$ cat src/rtl/hpc_pkg.sv
package hpc_pkg;
    localparam int HPC_PORTS = 2;
    // synchroniser depth for pin inputs
    localparam int HPC_SYNC_STAGES = 3;
    // reset values
    localparam logic [1:0] HPC_STRAP_RST = 2'h0;
    localparam logic HPC_PIN_RST = 1'h0;
    // cycles after power-on release before the first capture; the strap
    // synchronisers need four edges before their level output is valid
    localparam logic [2:0] HPC_SETTLE_DONE = 3'h4;
    // cycles that the renegotiate request pulse lasts
    localparam int HPC_RENEG_CYCLES = 1;
    // overcurrent stretch figures in ns; unused, hpc_top reports overcurrent with no stretch
    localparam int HPC_CLK_PERIOD_NS = 4;
    localparam int HPC_OC_FILTER_NS = 40;
    localparam int HPC_OC_FILTER_CYCLES = (HPC_OC_FILTER_NS + HPC_CLK_PERIOD_NS - 1)
        / HPC_CLK_PERIOD_NS;
    localparam int HPC_OC_CNT_W = 4;
    typedef enum logic [1:0] {
        HPC_ST_POR = 2'h0,
        HPC_ST_RESET = 2'h1,
        HPC_ST_RUN = 2'h2
    } hpc_state_t;
endpackage : hpc_pkg

$ cat src/rtl/hpc_top.sv
`timescale 1ns/1ps
`default_nettype none
module hpc_top (
    // clock and reset (resetn is the power-on reset)
    input wire logic clk,
    input wire logic resetn,
    // external chip reset pin, active low
    input wire logic ext_reset_n,
    // strap pins shared with downstream data lines
    input wire logic [1:0] port_dplus_disable_strap,
    input wire logic [1:0] port_dminus_disable_strap,
    // upstream power detect pin
    input wire logic upstream_power_detect,
    // port control pins, three signals each; oe low while driving
    input wire logic port1_power_ctl_in,
    output logic port1_power_ctl_out,
    output logic port1_power_ctl_oe_n,
    input wire logic port2_power_ctl_in,
    output logic port2_power_ctl_out,
    output logic port2_power_ctl_oe_n,
    // control from hub firmware
    input wire logic [1:0] port_ctl_output_mode,
    input wire logic [1:0] port_power_request,
    // status to hub
    output logic [1:0] port_disabled,
    output logic upstream_power_present,
    output logic renegotiate_req,
    output logic [1:0] port_overcurrent,
    output logic chip_in_reset
);
    hpc_pkg::hpc_state_t state_q;
    hpc_pkg::hpc_state_t state_d;
    logic [1:0] dp_strap_q;
    logic [1:0] dm_strap_q;
    logic [1:0] power_q;
    logic [1:0] oc_q;
    logic vbus_q;
    logic reneg_q;
    logic ext_level;
    logic ext_rise;
    logic vbus_level;
    logic [1:0] ctl_level;
    logic [1:0] dp_level;
    logic [1:0] dm_level;
    wire [1:0] ctl_pin_in = {port2_power_ctl_in, port1_power_ctl_in};

    hpc_sync u_sync_ext (
        .clk(clk),
        .resetn(resetn),
        .pin_in(ext_reset_n),
        .level_out(ext_level),
        .rise_out(ext_rise),
        .fall_out()
    );

    hpc_sync u_sync_vbus (
        .clk(clk),
        .resetn(resetn),
        .pin_in(upstream_power_detect),
        .level_out(vbus_level),
        .rise_out(),
        .fall_out()
    );

    // per-port pin synchronisers: straps and the shared power control pins
    // all arrive from outside the clock domain

    genvar gi;
    generate
        for (gi = 0; gi < hpc_pkg::HPC_PORTS; gi++) begin : g_port
            hpc_sync u_sync_dp (
                .clk(clk),
                .resetn(resetn),
                .pin_in(port_dplus_disable_strap[gi]),
                .level_out(dp_level[gi]),
                .rise_out(),
                .fall_out()
            );
            hpc_sync u_sync_dm (
                .clk(clk),
                .resetn(resetn),
                .pin_in(port_dminus_disable_strap[gi]),
                .level_out(dm_level[gi]),
                .rise_out(),
                .fall_out()
            );
            hpc_sync u_sync_ctl (
                .clk(clk),
                .resetn(resetn),
                .pin_in(ctl_pin_in[gi]),
                .level_out(ctl_level[gi]),
                .rise_out(),
                .fall_out()
            );
        end
    endgenerate

    // first capture once the synchronisers have settled after power-on
    // the ext reset synchroniser leaves reset low although the pin idles
    // high, so its first rise after power-on is not a real release
    logic [2:0] settle_q;
    wire settled = (settle_q == hpc_pkg::HPC_SETTLE_DONE);
    wire capture = (state_q == hpc_pkg::HPC_ST_POR && settled)
        || ext_rise;
    wire in_reset = (state_q != hpc_pkg::HPC_ST_RUN) || !ext_level;

    always_comb begin
        state_d = state_q;
        case (state_q)
            hpc_pkg::HPC_ST_POR: begin
                if (settled) begin
                    state_d = ext_level ? hpc_pkg::HPC_ST_RUN : hpc_pkg::HPC_ST_RESET;
                end
            end
            // level, not edge: a rise that lands during settle must not strand us here
            hpc_pkg::HPC_ST_RESET: begin
                if (ext_level) begin
                    state_d = hpc_pkg::HPC_ST_RUN;
                end
            end
            hpc_pkg::HPC_ST_RUN: begin
                if (!ext_level) begin
                    state_d = hpc_pkg::HPC_ST_RESET;
                end
            end
            default: state_d = hpc_pkg::HPC_ST_POR;
        endcase
    end

    always_ff @(posedge clk) begin
        if (!resetn) begin
            state_q <= hpc_pkg::HPC_ST_POR;
            settle_q <= 3'h0;
        end else begin
            state_q <= state_d;
            if (!settled) begin
                settle_q <= settle_q + 3'h1;
            end
        end
    end

    // straps held between captures whatever the shared pins do later
    always_ff @(posedge clk) begin
        if (!resetn) begin
            dp_strap_q <= hpc_pkg::HPC_STRAP_RST;
            dm_strap_q <= hpc_pkg::HPC_STRAP_RST;
        end else if (capture) begin
            dp_strap_q <= dp_level;
            dm_strap_q <= dm_level;
        end
    end

    // a port is disabled only when both of its straps are set
    always_ff @(posedge clk) begin
        if (!resetn) begin
            port_disabled <= 2'h0;
        end else begin
            port_disabled <= dp_strap_q & dm_strap_q;
        end
    end

    // power coming back asks for renegotiation; no reset is issued
    // pulse lines up with present rising, so the hub sees power with it
    // a toggle only counts outside reset, the hub cannot act on it there
    always_ff @(posedge clk) begin
        if (!resetn) begin
            vbus_q <= 1'h0;
            reneg_q <= 1'h0;
        end else begin
            vbus_q <= vbus_level;
            reneg_q <= vbus_level && !vbus_q && !in_reset;
        end
    end

    // ports that the straps leave enabled, optionally gated by reset
    function automatic logic [1:0] live_ports(input logic [1:0] disabled,
            input logic busy);
        live_ports = ~disabled & {2{!busy}};
    endfunction : live_ports

    // power only to enabled, non-disabled output-mode ports outside reset
    wire [1:0] power_d = port_power_request & port_ctl_output_mode
        & live_ports(port_disabled, in_reset);
    // overcurrent sense is low active on an input-mode pin with pull-up
    // reported even in reset: a shorted port must never look healthy
    wire [1:0] oc_d = ~port_ctl_output_mode & ~ctl_level
        & live_ports(port_disabled, 1'b0);

    always_ff @(posedge clk) begin
        if (!resetn) begin
            power_q <= 2'h0;
            oc_q <= 2'h0;
        end else begin
            power_q <= power_d;
            oc_q <= oc_d;
        end
    end

    // pin only driven in output mode; high level enables the port
    assign port1_power_ctl_out = power_q[0];
    assign port2_power_ctl_out = power_q[1];
    assign port1_power_ctl_oe_n = ~port_ctl_output_mode[0];
    assign port2_power_ctl_oe_n = ~port_ctl_output_mode[1];
    assign port_overcurrent = oc_q;
    assign upstream_power_present = vbus_q;
    assign renegotiate_req = reneg_q;
    assign chip_in_reset = in_reset;
endmodule : hpc_top
`default_nettype wire

$ cat src/rtl/hpc_sync.sv
`timescale 1ns/1ps
`default_nettype none
// three-stage synchroniser; a change counts once stages two and three agree
module hpc_sync (
    // clock and reset
    input wire logic clk,
    input wire logic resetn,
    // pin side
    input wire logic pin_in,
    // clock domain side
    output logic level_out,
    output logic rise_out,
    output logic fall_out
);
    logic s1_q;
    logic s2_q;
    logic s3_q;
    logic level_q;
    wire agree = (s2_q == s3_q);
    wire level_d = agree ? s3_q : level_q;

    always_ff @(posedge clk) begin
        if (!resetn) begin
            s1_q <= hpc_pkg::HPC_PIN_RST;
            s2_q <= hpc_pkg::HPC_PIN_RST;
            s3_q <= hpc_pkg::HPC_PIN_RST;
            level_q <= hpc_pkg::HPC_PIN_RST;
        end else begin
            s1_q <= pin_in;
            s2_q <= s1_q;
            s3_q <= s2_q;
            level_q <= level_d;
        end
    end

    assign level_out = level_q;
    assign rise_out = level_d & ~level_q;
    assign fall_out = ~level_d & level_q;
endmodule : hpc_sync
`default_nettype wire

$ cat config.mk
export PLATFORM = sky130hd
export DESIGN_NAME = hpc_top
export DESIGN_NICKNAME = d
export VERILOG_FILES = /design/src/rtl/hpc_pkg.sv /design/src/rtl/hpc_top.sv /design/src/rtl/hpc_sync.sv
export SDC_FILE = /design/constraint.sdc
export NUM_CORES = 1
export LEC_CHECK = 0
export BUFFER_PORTS_ARGS = -buffer_cell sky130_fd_sc_hd__buf_2
export CAP_MARGIN = 20
export CORE_MARGIN = 2
export CORE_UTILIZATION = 51
export DETAILED_ROUTE_END_ITERATION = 8
export PLACE_DENSITY_LB_ADDON = 0.12
export SLEW_MARGIN = 20
export SYNTH_ARGS = -nofsm -noshare
export SYNTH_HDL_FRONTEND = slang
export SYNTH_SLANG_ARGS = --single-unit
$ cat constraint.sdc
create_clock -name clk -period 2.1 [get_ports clk]
set_input_delay 0.42 -clock clk [delete_from_list [all_inputs] [get_ports clk]]
set_output_delay 0.42 -clock clk [all_outputs]
set_load 0.01 [all_outputs]
==> results of run 1 <==
[area by class of cell]
| cell class | count | share of cell area |
|---|---|---|
| clock buffers | 7 | 0.0305 |
| clock inverters | 1 | 0.0166 |
| inverters | 6 | 0.0125 |
| multi-input cells | 89 | 0.303 |
| flip-flops and latches | 49 | 0.544 |
| well taps | 33 | 0.0229 |
| repair buffers | 25 | 0.0707 |
[cell usage after synthesis, drive strengths merged]
library cell / n
a211o: 1
a21boi: 9
a31oi: 1
and2: 26
and3: 2
clkbuf: 5
dfxtp: 49
ha: 2
inv: 6
mux2i: 4
nand2: 21
nand2b: 2
nand3: 2
nand3b: 1
nor2: 2
nor3: 4
nor3b: 1
o21ai: 9
o32a: 1
xnor2: 1
[through the flow]
step                total power [uW]  utilization
CTS                             1650        0.606
global placement                1080        0.577
finish                          1620        0.606
detailed placement              1090        0.577
global route                    1700        0.606
floorplan                       1050            -
[how the worst max path moves through the flow]
stage               slack [ps]                             from                         end
floorplan                  860         settle_q[0]$_SDFFE_PN0P_  dm_strap_q[0]$_SDFFE_PN0P_
global placement           820                           resetn  dm_strap_q[1]$_SDFFE_PN0P_
detailed placement         740         settle_q[0]$_SDFFE_PN0P_  dp_strap_q[1]$_SDFFE_PN0P_
CTS                        500  u_sync_ext.level_out$_SDFF_PN0_               chip_in_reset
global route               440  u_sync_ext.level_out$_SDFF_PN0_               chip_in_reset
finish                     530  u_sync_ext.level_out$_SDFF_PN0_               chip_in_reset
[cell families after synthesis]
| logic type | Yosys count |
|---|---|
| xor gates and xnor gates | 1 |
| adders and majority gates | 2 |
| DFF | 49 |
| buffers and inverters | 11 |
| and+or+nand+nor | 61 |
| AOI/OAI and AO/OA | 21 |
| muxes | 4 |
[per-layer routing]
metal,routed length (um),global-route usage,part of all wire,vias up
met5,0,0,0,-
met4,55,0.0762,0.025,0
met3,156,0.0742,0.070,6
met2,1080,0.261,0.49,25
met1,930,0.158,0.42,480
li1,-,-,-,536
[worst reg2reg max path, delay by kind of cell, from the launching register on]
kind / cells / cell delay [ps]
buffers and inverters: 1 / 100
AO/OA/AOI/OAI: 1 / 350
flip-flops: 1 / 350
AND/OR/NAND/NOR: 1 / 110
adder cells (fa/ha/maj): 1 / 240
multiplexers: 1 / 130
[power breakdown]
| part | leakage, uW | switching, uW | internal (uW) |
|---|---|---|---|
| sequential | 0.000400 | 15.2 | 960 |
| clock | 0.0000455 | 271 | 284 |
| combinational | 0.000346 | 45.9 | 45.3 |
==> run_results.csv, run 1 <==
group,metric,value,unit
sta,rsz0062_at_grt,"false",
synth,seq_area_frac_synth,0.625,
cts,clk_latency,360,ps
cells_and_area,stdcell_count,210,
place,placed_area,1720,um^2
hold_path,hp-start,"port_ctl_output_mode[1]",
synth,mappedNetlistNets,165,
global_routing,grt_pass1_vias,929,
cts,cts_buffers,5,
floorplanning,die_x,59.5,um
hold_path,hold_path_end,"port_overcurrent[1]$_SDFF_PN0_",
cells_and_area,final_common_cell,"dfxtp_1",
cts,cts_resized,0,
routing,avgRoutedWirePerCell,10.6,um
power,p_per_area,899,nW/um^2
cts,clkTransAtPathRegs,120,ps
sta,setup_tns,0,ps
global_routing,grt_antenna_before_repair,0,
power,max-vdd-ir-drop,467,uV
setup_path,reg2reg_slack,730,ps
cells_and_area,layout-drive-gt1-share,0.198,
sta,hold_slack,236,ps
place,portBuffers,24,
cts,post_cts_buffers,0,
place,placed_cells,202,
synth,synth_area_leaders,"dfxtp_1 (62%), and2_1 (10%), nand2_1 (4.8%), a21boi_0 (4.3%), o21ai_0 (2.9%)",
cells_and_area,largest_register_ffs,3,
cts,cts.path.max_buffers,2,
routing,detail-route-antenna-nets,0,
place,post-place-ws,745,ps
global_routing,track_usage,0.154,
sta,max_slew_margin,0.773,
synth,synthMuxAreaShare,0.0255,
cells_and_area,multi_input_comb_area,547,um^2
sta,fin_skew,11.7,ps
routing,drt-initial-drc-count,11,
sta,drv_slew,0,
cells_and_area,nets,192,
setup_path,arrival,1150,ps
cells_and_area,final_cell_mix,"dfxtp_1 (49), and2_1 (26), buf_2 (24), nand2_1 (20)",
sta,hold_viol_final,0,
cells_and_area,syn_to_final_growth,14.9,%
global_routing,grt_max_degree,27,
synth,synthCells,149,
flow_run,drv_cap,0,
cells_and_area,num_antenna_cells,0,
synth,synth_compound_area_frac,0.0964,
floorplanning,die_area,3540,um^2
cells_and_area,largest-register,"settle_q",
synth,synth_top_area_cell,"dfxtp_1",
floorplanning,num_rows,20,
cts,root_buffer,"clkbuf_4",
setup_path,critPathSlowestCell,"dfxtp_1",
place,gp_congestion,0.732,
sta,worst_pin_slew,340,ps
place,hpwl,1.57,mm
synth,ys_ff_latch,49,
cells_and_area,postLayoutCellArea,1800,um^2
setup_path,cp-start-kind,"flop",
cts,numClockSinks,49,
hold_path,hp-class,"in -> reg",
sta,min_period,1570,ps
setup_path,slowest_delay,440,ps
cts,cts_tree,"done",
setup_path,reg2regPathDepth,5,
hold_path,whs_path_depth,2,
setup_path,path_max_fanout,5,
synth,synth_top_family_by_area,"simple AND/OR/NAND/NOR gates",
routing,post-route-drc-count,0,
sta,period_share,0.745,
synth,yosys.area_share.adder,0.0159,
synth,synth_xor_area_frac,0.00558,
setup_path,cp-end-kind,"output port",
synth,synth-simple-area-share,0.205,
floorplanning,start_util,0.527,
setup_path,crit_chain,"nand3b_1, buf_2",
synth,syn_area,1570,um^2
routing,via_count,1047,
sta,max_clock_freq,639,MHz
floorplanning,num_io_pins,25,
cells_and_area,nFillCells,265,
setup_path,required,1680,ps
setup_path,critPathBufInv,1,
setup_path,path_class,"reg -> out",
setup_path,crit_cells,2,
synth,synth_top_cell_area_share,0.625,
global_routing,grt-ovfl-total,0,
floorplanning,core,2980,um^2
cts,cts-hold-fix-buffers,0,
synth,synthesis.yosys.warnings,0,
routing,vias_per_cell,4.99,
setup_path,regToRegStartpoint,"settle_q[0]$_SDFFE_PN0P_",
setup_path,critical_path.top_delay_family,"flip-flops",
cts,cts_htree_levels,2,
outcome,outcome,"finished, final reports clean",
cells_and_area,register_area,981,um^2
routing,totalWireLength,2.22,mm
sta,layout_setup_ws,535,ps
power,p_leak,0.000792,uW
synth,ys_types,22,
routing,firstDrtPassIters,4,
global_routing,grt_first_pass_wirelength,3.89,mm
sta,setup_viol_count_final,0,
floorplanning,die_h,59.5,um
synth,syn_area_per_cell,10.5,um^2
setup_path,rr_endpoint,"dp_strap_q[1]$_SDFFE_PN0P_",
Power figures use the tool's default switching activity.
==> run 2, diff against run 1 <==
==> constraint.sdc (replaced) <==
create_clock -name clk -period 1.51 [get_ports clk]
set_input_delay 0.302 -clock clk [delete_from_list [all_inputs] [get_ports clk]]
set_output_delay 0.302 -clock clk [all_outputs]
set_load 0.01 [all_outputs]
==> run 2 against run 1 <==
Critical endpoint unchanged. Global-route usage fell by 1.4 points. Critical path depth unchanged. Routed wire length decreased by 1.9%. Largest power group unchanged.
==> run_results.csv, run 2 (synthesized netlist as in run 1, its figures left out) <==
group,metric,value,unit
outcome,outcome,"finished, final reports clean",
setup_path,reg2reg_slack,160,ps
sta,max_clock_freq,716,MHz
hold_path,hp-class,"in -> reg",
setup_path,required,1210,ps
cells_and_area,stdcell_count,213,
cells_and_area,final_common_cell,"dfxtp_1",
floorplanning,core,2980,um^2
cells_and_area,nets,195,
floorplanning,die_x,59.5,um
routing,detail-route-antenna-nets,0,
cells_and_area,layout-drive-gt1-share,0.222,
global_routing,track_usage,0.140,
floorplanning,die_area,3540,um^2
place,post-place-ws,172,ps
place,portBuffers,24,
cts,clkTransAtPathRegs,130,ps
cells_and_area,largest_register_ffs,3,
global_routing,grt_pass1_vias,910,
floorplanning,die_h,59.5,um
sta,max_slew_margin,0.788,
global_routing,grt_antenna_before_repair,0,
setup_path,regToRegStartpoint,"settle_q[0]$_SDFFE_PN0P_",
power,max-vdd-ir-drop,786,uV
place,gp_congestion,0.725,
sta,setup_tns,0,ps
power,total_power,2260,uW
routing,avgRoutedWirePerCell,10.2,um
global_routing,grt_max_degree,23,
sta,drv_slew,0,
setup_path,reg2regPathDepth,5,
sta,hold_viol_final,0,
sta,worst_pin_slew,318,ps
sta,period_share,0.925,
cells_and_area,syn_to_final_growth,16.7,%
floorplanning,num_rows,20,
setup_path,arrival,1090,ps
place,placed_cells,204,
cts,numClockSinks,49,
setup_path,cp-start-kind,"flop",
sta,layout_setup_ws,113,ps
cts,cts_tree,"done",
cts,cts_buffers,5,
cells_and_area,largest-register,"settle_q",
setup_path,rr_endpoint,"dp_strap_q[0]$_SDFFE_PN0P_",
routing,totalWireLength,2.18,mm
cells_and_area,postLayoutCellArea,1830,um^2
cts,root_buffer,"clkbuf_4",
routing,via_count,1035,
routing,post-route-drc-count,0,
global_routing,grt_first_pass_wirelength,3.63,mm
hold_path,whs_path_depth,2,
cts,cts.path.max_buffers,2,
global_routing,grt-ovfl-total,0,
sta,min_period,1400,ps
sta,fin_skew,3.32,ps
floorplanning,num_io_pins,25,
cts,cts-hold-fix-buffers,0,
hold_path,hp-start,"port_ctl_output_mode[1]",
cells_and_area,num_antenna_cells,0,
routing,vias_per_cell,4.86,
setup_path,cp-end-kind,"output port",
setup_path,path_max_fanout,4,
sta,rsz0062_at_grt,"false",
routing,drt-initial-drc-count,33,
cells_and_area,final_cell_mix,"dfxtp_1 (48), and2_1 (26), buf_2 (24), nand2_1 (20)",
routing,firstDrtPassIters,4,
power,p_leak,0.000805,uW
power,p_per_area,1230,nW/um^2
cts,clk_latency,350,ps
cts,cts_htree_levels,2,
sta,setup_viol_count_final,0,
place,placed_area,1730,um^2
setup_path,path_class,"reg -> out",
place,hpwl,1.55,mm
hold_path,hold_path_end,"port_overcurrent[1]$_SDFF_PN0_",
flow_run,drv_cap,0,
floorplanning,start_util,0.527,
[run 2: cell types whose count changed in the layout (fill, tap and decap cells not counted), sizes merged]
cell / before / now
buf: 25 / 28
clkbuf: 7 / 6
clkinvlp: 0 / 1
[run 2: worst max path at each step]
stage,startpoint,to
after global placement,settle_q[0]$_SDFFE_PN0P_,dp_strap_q[1]$_SDFFE_PN0P_
after global routing,state_q[0]$_SDFFE_PN0P_,chip_in_reset
after detailed placement,settle_q[0]$_SDFFE_PN0P_,dp_strap_q[1]$_SDFFE_PN0P_
after CTS,u_sync_ext.level_out$_SDFF_PN0_,chip_in_reset
final,state_q[0]$_SDFFE_PN0P_,chip_in_reset
after floorplan,settle_q[0]$_SDFFE_PN0P_,dm_strap_q[0]$_SDFFE_PN0P_
[run 2: layer usage]
layer  up-vias  track usage  part of all wire
met5         -            0                 0
met3         2       0.0590             0.064
met1       469        0.154              0.45
li1        538            -                 -
met2        26        0.234              0.47
met4         0       0.0667            0.0087
[run 2: critical path, cell delays in order, from the launching register on]
cell,delay [ps]
dfxtp_1,430
nand3b_1,170
buf_2,150
[run 2: where the power goes]
part / switching (uW) / leakage (uW) / total, uW / internal (uW)
registers: 21.0 / 0.000401 / 1360 / 1330
logic: 60.5 / 0.000360 / 126 / 65.4
clock network: 385 / 0.0000445 / 778 / 394
[run 2: timing repair]
action / in CTS / in global routing
gates resized for setup: 0 / 1
setup endpoints to repair: 0 / 1
buffers inserted: 0 / 1
[run 2: stage by stage]
step                      hold WS (ps)  utilization
after floorplan                    379            -
after global placement             400        0.582
after detailed placement           417        0.582
after CTS                          108        0.612
after global routing              91.8        0.615
final                              122        0.615
[run 2: layout make-up]
type                       instances  area, um^2
multi-input combinational         89         547
tap                               33        41.3
clock inverter                     2        37.5
clock buffer                       6        51.3
inverter                           6        22.5
sequential                        49         982
fill                             262        1150
timing repair buffer              28         150
